File: config.mk
export PLATFORM = sky130hd
export DESIGN_NAME = flash_host
export DESIGN_NICKNAME = d
export VERILOG_FILES = /design/src/logic/flash_host_pkg.sv /design/src/logic/flash_cyc_if.sv /design/src/logic/flash_host.sv /design/src/logic/flash_bus_cycle.sv
export VERILOG_INCLUDE_DIRS = /design/src /design/src/logic
export SDC_FILE = /design/constraint.sdc
export NUM_CORES = 1
export LEC_CHECK = 0
export ABC_CLOCK_PERIOD_IN_PS = 2130
export BUFFER_PORTS_ARGS = -buffer_cell sky130_fd_sc_hd__buf_2
export CORE_MARGIN = 2
export CORE_UTILIZATION = 40
export CTS_CLUSTER_DIAMETER = 100
export DETAILED_ROUTE_END_ITERATION = 6
export GPL_TIMING_DRIVEN = 0
export PLACE_DENSITY_LB_ADDON = 0.05
export SLEW_MARGIN = 0
export SYNTH_ARGS = -nofsm -noshare
export SYNTH_HDL_FRONTEND = slang
export SYNTH_HIERARCHICAL = 1
export SYNTH_SLANG_ARGS = --single-unit
File: constraint.sdc
create_clock -name pclk -period 2.13 [get_ports pclk]
set_input_delay 0.426 -clock pclk [delete_from_list [all_inputs] [get_ports pclk]]
set_output_delay 0.426 -clock pclk [all_outputs]
set_load 0.1 [all_outputs]
File: src/logic/flash_host_regs.svh
`ifndef FLASH_HOST_REGS_SVH
`define FLASH_HOST_REGS_SVH

// ==========================================================================
// clock and cycle conversion
`define CLK_MHZ                 10
`define CYC_UP(ns)              ((((ns) * `CLK_MHZ) + 999) / 1000)

// ==========================================================================
// register offsets (byte addresses)
`define OFS_CMD                 12'h000
`define OFS_ADDR                12'h004
`define OFS_WDATA               12'h008
`define OFS_RDATA               12'h00C
`define OFS_STATUS              12'h010

// ==========================================================================
// field positions
`define CMD_OP_LSB              0
`define CMD_OP_MSB              2
`define CMD_CE_BIT              3
`define CMD_PROT_BIT            4
`define CMD_TOGGLE_BIT          5
`define STS_ACTIVE_BIT          0
`define STS_READY_BIT           1
`define STS_DONE_BIT            2
`define POLL_STATUS_BIT         7
`define TOGGLE_STATUS_BIT       6

// ==========================================================================
// reset values
`define CMD_RST                 6'h00
`define ADDR_RST                18'h00000
`define WDATA_RST               16'h0000
`define RDATA_RST               16'h0000

// ==========================================================================
// timing in ns, and derived cycle counts
`define RESET_PULSE_MIN_NS      500
`define RESET_HIGH_NS           50
`define ABORT_RECOVERY_TIME_NS  20000
`define BUSY_DELAY_NS           90000
`define WRITE_PULSE_NS          35
`define CS_PULSE_NS             35
`define PROT_PULSE_NS           100
`define READ_ACCESS_NS          90
`define RESET_PULSE_MIN_CYC     `CYC_UP(`RESET_PULSE_MIN_NS)
`define RESET_HIGH_CYC          `CYC_UP(`RESET_HIGH_NS)
`define ABORT_RECOVERY_CYC      `CYC_UP(`ABORT_RECOVERY_TIME_NS)
`define BUSY_DELAY_CYC          `CYC_UP(`BUSY_DELAY_NS)
`define WRITE_PULSE_CYC         `CYC_UP(`WRITE_PULSE_NS)
`define CS_PULSE_CYC            `CYC_UP(`CS_PULSE_NS)
`define PROT_PULSE_CYC          `CYC_UP(`PROT_PULSE_NS)
`define READ_ACCESS_CYC         `CYC_UP(`READ_ACCESS_NS)

`endif

File: src/logic/flash_host_pkg.sv
package flash_host_pkg;

    // ======================================================================
    // operations
    typedef enum logic [2:0] {
        OP_NONE  = 3'h0,
        OP_WRITE = 3'h1,
        OP_READ  = 3'h2,
        OP_RESET = 3'h3,
        OP_POLL  = 3'h4
    } op_t;

    // ======================================================================
    // sequencer states
    typedef enum logic [6:0] {
        S_IDLE      = 7'h01,
        S_CYC       = 7'h02,
        S_RST_LO    = 7'h04,
        S_RST_WAIT  = 7'h08,
        S_POLL_WAIT = 7'h10,
        S_POLL_RD   = 7'h20,
        S_POLL_CHK  = 7'h40
    } seq_state_t;

    // ======================================================================
    // bus cycle states
    typedef enum logic [3:0] {
        C_IDLE   = 4'h1,
        C_SETUP  = 4'h2,
        C_STROBE = 4'h4,
        C_HOLD   = 4'h8
    } cyc_state_t;

endpackage

File: src/logic/flash_cyc_if.sv
`timescale 1ns/1ns
interface flash_cyc_if;
    logic        req;
    logic        write;
    logic        ce_strobe;
    logic        long_pulse;
    logic [17:0] addr;
    logic [15:0] wdata;
    logic        done;
    logic [15:0] rdata;

    modport master (
        output req, write, ce_strobe, long_pulse, addr, wdata,
        input  done, rdata
    );
    modport slave (
        input  req, write, ce_strobe, long_pulse, addr, wdata,
        output done, rdata
    );
endinterface

File: src/logic/flash_host.sv
// Implementation choices: the register addresses and the APB slave port.
`timescale 1ns/1ns
`include "flash_host_regs.svh"
module flash_host (
    // clock and reset
    input  wire logic        pclk,
    input  wire logic        presetn,
    // apb slave
    input  wire logic [11:0] paddr,
    input  wire logic        psel,
    input  wire logic        penable,
    input  wire logic        pwrite,
    input  wire logic [31:0] pwdata,
    output logic [31:0]      prdata,
    output logic             pready,
    output logic             pslverr,
    // flash pins
    output logic [17:0]      flash_addr,
    output logic [15:0]      flash_dq_out,
    output logic             flash_dq_oe,
    input  wire logic [15:0] flash_dq_in,
    output logic             flash_ce_n,
    output logic             flash_oe_n,
    output logic             flash_we_n,
    output logic             flash_reset_n,
    input  wire logic        ready_busy_out
);
    localparam logic [9:0] RP_CYC    = 10'(`RESET_PULSE_MIN_CYC);
    localparam logic [9:0] RH_CYC    = 10'(`RESET_HIGH_CYC);
    localparam logic [9:0] ABORT_CYC = 10'(`ABORT_RECOVERY_CYC);
    localparam logic [9:0] BUSY_CYC  = 10'(`BUSY_DELAY_CYC);

    flash_cyc_if cyc ();

    flash_host_pkg::seq_state_t state_reg;
    flash_host_pkg::seq_state_t state_next;
    logic [5:0]  cmd_reg;
    logic [5:0]  cmd_next;
    logic [17:0] addr_reg;
    logic [17:0] addr_next;
    logic [15:0] wdata_reg;
    logic [15:0] wdata_next;
    logic [15:0] rdata_reg;
    logic [15:0] rdata_next;
    logic [9:0]  cnt_reg;
    logic [9:0]  cnt_next;
    logic        done_reg;
    logic        done_next;
    logic        abort_reg;
    logic        abort_next;
    logic        first_reg;
    logic        first_next;
    logic        rst_n_reg;
    logic        rst_n_next;
    logic [31:0] prdata_next;
    logic        wr_en;
    logic        setup;
    logic        mapped;
    logic        finish;
    flash_host_pkg::op_t op;

    // ======================================================================
    // apb decode
    assign setup  = psel && !penable;
    assign wr_en  = psel && penable && pwrite;
    assign mapped = (paddr == `OFS_CMD) || (paddr == `OFS_ADDR) ||
                    (paddr == `OFS_WDATA) || (paddr == `OFS_RDATA) ||
                    (paddr == `OFS_STATUS);
    assign pready  = 1'b1;
    assign pslverr = psel && penable && !mapped;
    assign op = flash_host_pkg::op_t'(cmd_reg[`CMD_OP_MSB:`CMD_OP_LSB]);

    always_comb
    begin
        prdata_next = prdata;
        if (setup)
        begin
            prdata_next = 32'h00000000;
            unique case (paddr)
                `OFS_CMD:    prdata_next[5:0]  = cmd_reg;
                `OFS_ADDR:   prdata_next[17:0] = addr_reg;
                `OFS_WDATA:  prdata_next[15:0] = wdata_reg;
                `OFS_RDATA:  prdata_next[15:0] = rdata_reg;
                `OFS_STATUS:
                begin
                    prdata_next[`STS_ACTIVE_BIT] =
                        (state_reg != flash_host_pkg::S_IDLE);
                    prdata_next[`STS_READY_BIT] = ready_busy_out;
                    prdata_next[`STS_DONE_BIT] = done_reg;
                end
                default:     prdata_next = 32'h00000000;
            endcase
        end
    end

    // ======================================================================
    // bus cycle requests
    assign cyc.req = (state_reg == flash_host_pkg::S_CYC) ||
                     (state_reg == flash_host_pkg::S_POLL_RD);
    assign cyc.write = (state_reg == flash_host_pkg::S_CYC) &&
                       (op == flash_host_pkg::OP_WRITE);
    assign cyc.ce_strobe  = cmd_reg[`CMD_CE_BIT];
    assign cyc.long_pulse = cmd_reg[`CMD_PROT_BIT];
    assign cyc.addr  = addr_reg;
    assign cyc.wdata = wdata_reg;

    // ======================================================================
    // sequencer
    always_comb
    begin
        state_next = state_reg;
        cmd_next   = cmd_reg;
        addr_next  = addr_reg;
        wdata_next = wdata_reg;
        rdata_next = rdata_reg;
        cnt_next   = cnt_reg + 10'h001;
        abort_next = abort_reg;
        first_next = first_reg;
        rst_n_next = rst_n_reg;
        finish     = 1'b0;
        unique case (state_reg)
            flash_host_pkg::S_IDLE:
            begin
                cnt_next = 10'h000;
                if (wr_en && paddr == `OFS_ADDR)
                    addr_next = pwdata[17:0];
                if (wr_en && paddr == `OFS_WDATA)
                    wdata_next = pwdata[15:0];
                if (wr_en && paddr == `OFS_CMD)
                begin
                    cmd_next = pwdata[5:0];
                    unique case (pwdata[`CMD_OP_MSB:`CMD_OP_LSB])
                        3'h1, 3'h2: state_next = flash_host_pkg::S_CYC;
                        3'h3:
                        begin
                            abort_next = !ready_busy_out;
                            rst_n_next = 1'b0;
                            state_next = flash_host_pkg::S_RST_LO;
                        end
                        3'h4:
                        begin
                            first_next = 1'b1;
                            state_next = flash_host_pkg::S_POLL_WAIT;
                        end
                        default: state_next = flash_host_pkg::S_IDLE;
                    endcase
                end
            end
            flash_host_pkg::S_CYC:
                if (cyc.done)
                begin
                    if (!cyc.write)
                        rdata_next = cyc.rdata;
                    finish     = 1'b1;
                    state_next = flash_host_pkg::S_IDLE;
                end
            // reset low for the least pulse
            flash_host_pkg::S_RST_LO:
                if (cnt_reg == RP_CYC - 10'h001)
                begin
                    rst_n_next = 1'b1;
                    cnt_next   = 10'h000;
                    state_next = flash_host_pkg::S_RST_WAIT;
                end
            flash_host_pkg::S_RST_WAIT:
                if (cnt_reg >= (abort_reg ? ABORT_CYC : RH_CYC) - 10'h001)
                begin
                    finish     = 1'b1;
                    state_next = flash_host_pkg::S_IDLE;
                end
            // wait for busy or the busy delay
            flash_host_pkg::S_POLL_WAIT:
                if (!ready_busy_out || cnt_reg == BUSY_CYC - 10'h001)
                    state_next = flash_host_pkg::S_POLL_RD;
            flash_host_pkg::S_POLL_RD:
                if (cyc.done)
                begin
                    rdata_next = cyc.rdata;
                    state_next = flash_host_pkg::S_POLL_CHK;
                end
            flash_host_pkg::S_POLL_CHK:
            begin
                first_next = 1'b0;
                state_next = flash_host_pkg::S_POLL_RD;
                if (cmd_reg[`CMD_TOGGLE_BIT])
                begin
                    if (!first_reg && rdata_reg[`TOGGLE_STATUS_BIT] ==
                        wdata_reg[`TOGGLE_STATUS_BIT])
                        state_next = flash_host_pkg::S_IDLE;
                    wdata_next[`TOGGLE_STATUS_BIT] =
                        rdata_reg[`TOGGLE_STATUS_BIT];
                end
                // poll bit matches expected when finished
                else if (rdata_reg[`POLL_STATUS_BIT] ==
                         wdata_reg[`POLL_STATUS_BIT])
                    state_next = flash_host_pkg::S_IDLE;
                finish = (state_next == flash_host_pkg::S_IDLE);
            end
        endcase
        // set wins over a clear in the same cycle
        done_next = finish || (done_reg && !(wr_en &&
                    paddr == `OFS_STATUS && pwdata[`STS_DONE_BIT]));
    end

    always_ff @(posedge pclk or negedge presetn)
    begin
        if (!presetn)
        begin
            state_reg <= flash_host_pkg::S_IDLE;
            cmd_reg   <= `CMD_RST;
            addr_reg  <= `ADDR_RST;
            wdata_reg <= `WDATA_RST;
            rdata_reg <= `RDATA_RST;
            cnt_reg   <= 10'h000;
            done_reg  <= 1'b0;
            abort_reg <= 1'b0;
            first_reg <= 1'b0;
            rst_n_reg <= 1'b1;
            prdata    <= 32'h00000000;
        end
        else
        begin
            state_reg <= state_next;
            cmd_reg   <= cmd_next;
            addr_reg  <= addr_next;
            wdata_reg <= wdata_next;
            rdata_reg <= rdata_next;
            cnt_reg   <= cnt_next;
            done_reg  <= done_next;
            abort_reg <= abort_next;
            first_reg <= first_next;
            rst_n_reg <= rst_n_next;
            prdata    <= prdata_next;
        end
    end

    assign flash_reset_n = rst_n_reg;

    flash_bus_cycle u_cycle (
        .pclk         (pclk),
        .presetn      (presetn),
        .cyc          (cyc.slave),
        .flash_addr   (flash_addr),
        .flash_dq_out (flash_dq_out),
        .flash_dq_oe  (flash_dq_oe),
        .flash_dq_in  (flash_dq_in),
        .flash_ce_n   (flash_ce_n),
        .flash_oe_n   (flash_oe_n),
        .flash_we_n   (flash_we_n)
    );
endmodule

File: src/logic/flash_bus_cycle.sv
`timescale 1ns/1ns
`include "flash_host_regs.svh"
module flash_bus_cycle (
    // clock and reset
    input  wire logic        pclk,
    input  wire logic        presetn,
    // request side
    flash_cyc_if.slave       cyc,
    // flash pins
    output logic [17:0]      flash_addr,
    output logic [15:0]      flash_dq_out,
    output logic             flash_dq_oe,
    input  wire logic [15:0] flash_dq_in,
    output logic             flash_ce_n,
    output logic             flash_oe_n,
    output logic             flash_we_n
);
    localparam logic [3:0] WP_CYC   = 4'(`WRITE_PULSE_CYC);
    localparam logic [3:0] CP_CYC   = 4'(`CS_PULSE_CYC);
    localparam logic [3:0] PROT_CYC = 4'(`PROT_PULSE_CYC);
    localparam logic [3:0] RD_CYC   = 4'(`READ_ACCESS_CYC);

    flash_host_pkg::cyc_state_t state_reg;
    flash_host_pkg::cyc_state_t state_next;
    logic [3:0]  cnt_reg;
    logic [3:0]  cnt_next;
    logic [3:0]  len;
    logic [15:0] rdata_reg;
    logic [15:0] rdata_next;
    logic        ce_n_next;
    logic        oe_n_next;
    logic        we_n_next;
    logic        oe_next;
    logic [17:0] addr_next;
    logic [15:0] dq_next;

    // ======================================================================
    // strobe length and next state
    always_comb
    begin
        if (cyc.write && cyc.long_pulse)
            len = PROT_CYC;
        else if (cyc.write && cyc.ce_strobe)
            len = CP_CYC;
        else if (cyc.write)
            len = WP_CYC;
        else
            len = RD_CYC;
        state_next = state_reg;
        cnt_next   = cnt_reg;
        rdata_next = rdata_reg;
        ce_n_next  = 1'b1;
        oe_n_next  = 1'b1;
        we_n_next  = 1'b1;
        oe_next    = flash_dq_oe;
        addr_next  = flash_addr;
        dq_next    = flash_dq_out;
        unique case (state_reg)
            flash_host_pkg::C_IDLE:
            begin
                oe_next = 1'b0;
                if (cyc.req)
                begin
                    state_next = flash_host_pkg::C_SETUP;
                    addr_next  = cyc.addr;
                    dq_next    = cyc.wdata;
                    oe_next    = cyc.write;
                    ce_n_next  = cyc.write && cyc.ce_strobe;
                    we_n_next  = !(cyc.write && cyc.ce_strobe);
                end
            end
            flash_host_pkg::C_SETUP:
            begin
                state_next = flash_host_pkg::C_STROBE;
                cnt_next   = 4'h0;
                ce_n_next  = 1'b0;
                oe_n_next  = cyc.write;
                we_n_next  = !cyc.write;
            end
            flash_host_pkg::C_STROBE:
            begin
                ce_n_next = 1'b0;
                oe_n_next = cyc.write;
                we_n_next = !cyc.write;
                cnt_next  = cnt_reg + 4'h1;
                if (cnt_reg >= len - 4'h1)
                begin
                    state_next = flash_host_pkg::C_HOLD;
                    ce_n_next  = 1'b1;
                    oe_n_next  = 1'b1;
                    we_n_next  = 1'b1;
                    if (!cyc.write)
                        rdata_next = flash_dq_in;
                end
            end
            flash_host_pkg::C_HOLD:
                state_next = flash_host_pkg::C_IDLE;
        endcase
    end

    always_ff @(posedge pclk or negedge presetn)
    begin
        if (!presetn)
        begin
            state_reg    <= flash_host_pkg::C_IDLE;
            cnt_reg      <= 4'h0;
            rdata_reg    <= `RDATA_RST;
            flash_ce_n   <= 1'b1;
            flash_oe_n   <= 1'b1;
            flash_we_n   <= 1'b1;
            flash_dq_oe  <= 1'b0;
            flash_addr   <= `ADDR_RST;
            flash_dq_out <= `WDATA_RST;
        end
        else
        begin
            state_reg    <= state_next;
            cnt_reg      <= cnt_next;
            rdata_reg    <= rdata_next;
            flash_ce_n   <= ce_n_next;
            flash_oe_n   <= oe_n_next;
            flash_we_n   <= we_n_next;
            flash_dq_oe  <= oe_next;
            flash_addr   <= addr_next;
            flash_dq_out <= dq_next;
        end
    end

    assign cyc.done  = (state_reg == flash_host_pkg::C_HOLD);
    assign cyc.rdata = rdata_reg;
endmodule

==> summary.txt <==
STA
  • Fmax: 440 MHz
  • Max-slew violation count: 0
  • Slew HR: 46.5%
  • Final cycle utilization of the critical path: 107%
  • Fin Hold WS: 35.2 ps
  • Layout Skew: 11.0 ps
  • Worst Tran Pin Value: 803 ps
  • Post-route setup slack: -142 ps
  • TNS Setup: -5260 ps
  • Fin. Hold Viols: 0
  • RSZ-0062 raised after global routing: yes
  • Final worst path period need: 2270 ps
  • Final setup vio count: 50

Clock tree
  • CTS Sinks: 153
  • CTS Buffer Depth: 2
  • Root Driver: clkbuf_16
  • CTS clock-pin slew for the worst setup and hold paths: 70 ps
  • CTS tree: yes
  • Clk_lat worst skew: 430 ps
  • CTS buffer count: 17
  • Hold-fix buffers, CTS: 0
  • H-tree Lvls: 4

Run status
  • Status: complete, but fails checks
  • Failing checks: setup timing

Final layout
  • Ant. Diodes: 0
  • Fin nets: 805
  • Area Overhead vs Synth: 33.1%
  • Post-Layout Cell Count: 974
  • Layout cells sized above 1: 51.7%

Logic synthesis
  • Synth area leader: dfrtp_1
  • Mapped Area: 0.00722 sq mm
  • Ys Warns: 6
  • Cell variety after synth: 68
  • Post-Synthesis Cells: 549
  • Synthesis-stage register bit count: 153
  • Prevailing post-synth register cell: dfrtp_1
  • Seq/Total Area, Yosys: 53.1%
  • Synth area leaders: dfrtp_1 (51%), mux2_2 (12%), mux2_4 (7.3%)
  • Ys async rst share: 100%
  • Yosys top cell area share: 50.9%
  • Syn Area/Cell: 13.2 sq um
  • Number of enable flip-flop cells after synthesis: 0

Placement
  • GPL Wtd Cong: 0.856
  • HPWL Detailed: 12,800 um
  • Placed cell count: 900
  • IO Port Bufs: 108
  • Place WS: -829 ps

Drt
  • DR vias/cell: 5.14
  • DR WL/cell: 20.2 um
  • # DRC: 0
  • Via Count: 5,008
  • WL final: 19,700 um
  • First DRT Iteration DRCs: 301
  • Antenna viol nets, final: 0
  • First-pass iteration count of the detailed router: 4

Setup path
  • Critical path type: reg -> reg
  • R2R cell count: 7
  • Crit path capture: u_cycle/flash_addr[0]
  • Critical Path RT: 2440 ps
  • Critical R2R Capture: u_cycle/flash_addr[0]
  • Crit path max fanout: 6
  • CP endpoint kind: flop
  • Reg2reg setup slack: -140 ps
  • CP Launch Point: state_reg[4]
  • CP arrival: 2580 ps
  • Critical Path Source Type: flop
  • RR Startpoint: state_reg[4]

Global route
  • Largest net degree at the start of global routing: 83
  • Total GRT Usage: 20.9%
  • Initial antenna violation count: 0
  • First-pass GRT wire length: 30,700 um
  • Total grt overflow: 0
  • Number of global-route vias before repair: 5,259

Floorplan
  • Core area: 0.0178 sq mm
  • Die Y: 138 um
  • Initial Utilization: 40.5%
  • Io pins: 139
  • Die area: 0.0191 sq mm
  • Die width: 138 um
  • Row count: 49

Pwr
  • Pwr Density: 992 mW/mm^2
  • Leakage: 4.64 nW
  • Power Total: 0.00953 W
  • Worst vdd ir: 0.000629 V

Run
  • # Max-Cap Violations: 0

Min path
  • Hold Path Class: in -> async
## metrics by stage
step / cell area [sq um] / util (%)
floorplan: 7370 / -
global placement: 8200 / 46.0
detailed placement: 8230 / 46.2
CTS: 9360 / 52.4
global route: 9610 / 53.9
finish: 9610 / 53.9
## worst max-delay path: stages, from the launching register on
cell and delay [ps]:
dfrtp_2 430, or4_4 570, nor3_4 300, inv_2 110
nor2_8 130, buf_12 150, buf_12 150, mux2_4 300
## cell usage in the layout, fill, tap and decap left out, drive strengths merged, types with 3 or more instances in the layout
master,instances
inv,18
nand4b,3
o31ai,13
nand2,37
clkinv,3
nand3,13
dfrtp,147
nor3,9
nor4,7
mux4,4
a22oi,12
clkbuf,29
mux2,115
nor4b,4
o21ai,20
mux2i,3
nor2,25
ha,7
xor2,6
xnor2,9
conb,15
nand2b,8
a21boi,3
dfstp,6
nor2b,7
or4,4
buf,179
## layout make-up
cell class | instances | area [sq um]
repair buffers | 153 | 1070
clock inverters | 13 | 156
inverters | 10 | 37.5
flip-flops and latches | 153 | 3840
plain buffers | 36 | 323
multi-input cells | 361 | 3440
clock buffers | 19 | 453
fillers | 1537 | 8230
well taps | 229 | 287
## power breakdown
group / internal [W] / switching (W)
Sequential: 0.00333 / 0.000300
Combinational: 0.00130 / 0.00145
Clock: 0.00183 / 0.00132
## metal layers
metal | track usage (%) | wire [um]
met1 | 27.4 | 8850
met2 | 34.1 | 9550
met3 | 5.30 | 879
met4 | 6.93 | 431
met5 | 0 | 0
## repair_timing
item,4_1_cts,5_1_grt
resized for setup,48,47
buffers inserted,26,15
setup endpoints to repair,129,122
cloned,4,3
pin swaps,17,18
## cells by family after synthesis
group | count (synthesis) | share of synthesized area (%)
AND/OR/NAND/NOR | 133 | 10.9
XOR/XNOR | 15 | 1.82
flip-flops | 153 | 53.1
AO/OA/AOI/OAI | 68 | 6.70
multiplexers | 122 | 21.4
other | 2 | 0.104
adder cells (fa/ha/maj) | 7 | 1.21
buffers and inverters | 49 | 4.76
## synthesized netlist by cell type, types with 3 or more instances
| master | n |
|---|---|
| nor4b_1 | 3 |
| xor2_1 | 6 |
| or4_1 | 3 |
| clkbuf_1 | 10 |
| mux4_2 | 4 |
| nor2_1 | 23 |
| nor3_1 | 8 |
| o31ai_1 | 13 |
| nand3_1 | 13 |
| nor4_1 | 5 |
| ha_1 | 7 |
| nand2_1 | 37 |
| mux2_4 | 35 |
| nor2b_1 | 5 |
| dfstp_2 | 6 |
| nand2b_1 | 8 |
| dfrtp_1 | 147 |
| buf_4 | 17 |
| a22oi_1 | 12 |
| inv_1 | 10 |
| o21ai_0 | 19 |
| xnor2_1 | 9 |
| buf_12 | 3 |
| buf_6 | 6 |
| mux2i_1 | 3 |
| mux2_2 | 80 |
## worst min path at each step
stage | start | depth (start not counted) | endpoint | slack (ps)
3_3_place_gp | prdata[10] | 2 | prdata[10] | 460
3_5_place_dp | prdata[7] | 2 | prdata[7] | 460
5_1_grt | presetn | 1 | cnt_reg[4] | 70
6_report | presetn | 1 | cnt_reg[4] | 40
4_1_cts | presetn | 1 | abort_reg | 70
2_1_floorplan | presetn | 0 | abort_reg | 130
(Power assumes the default switching activity.)
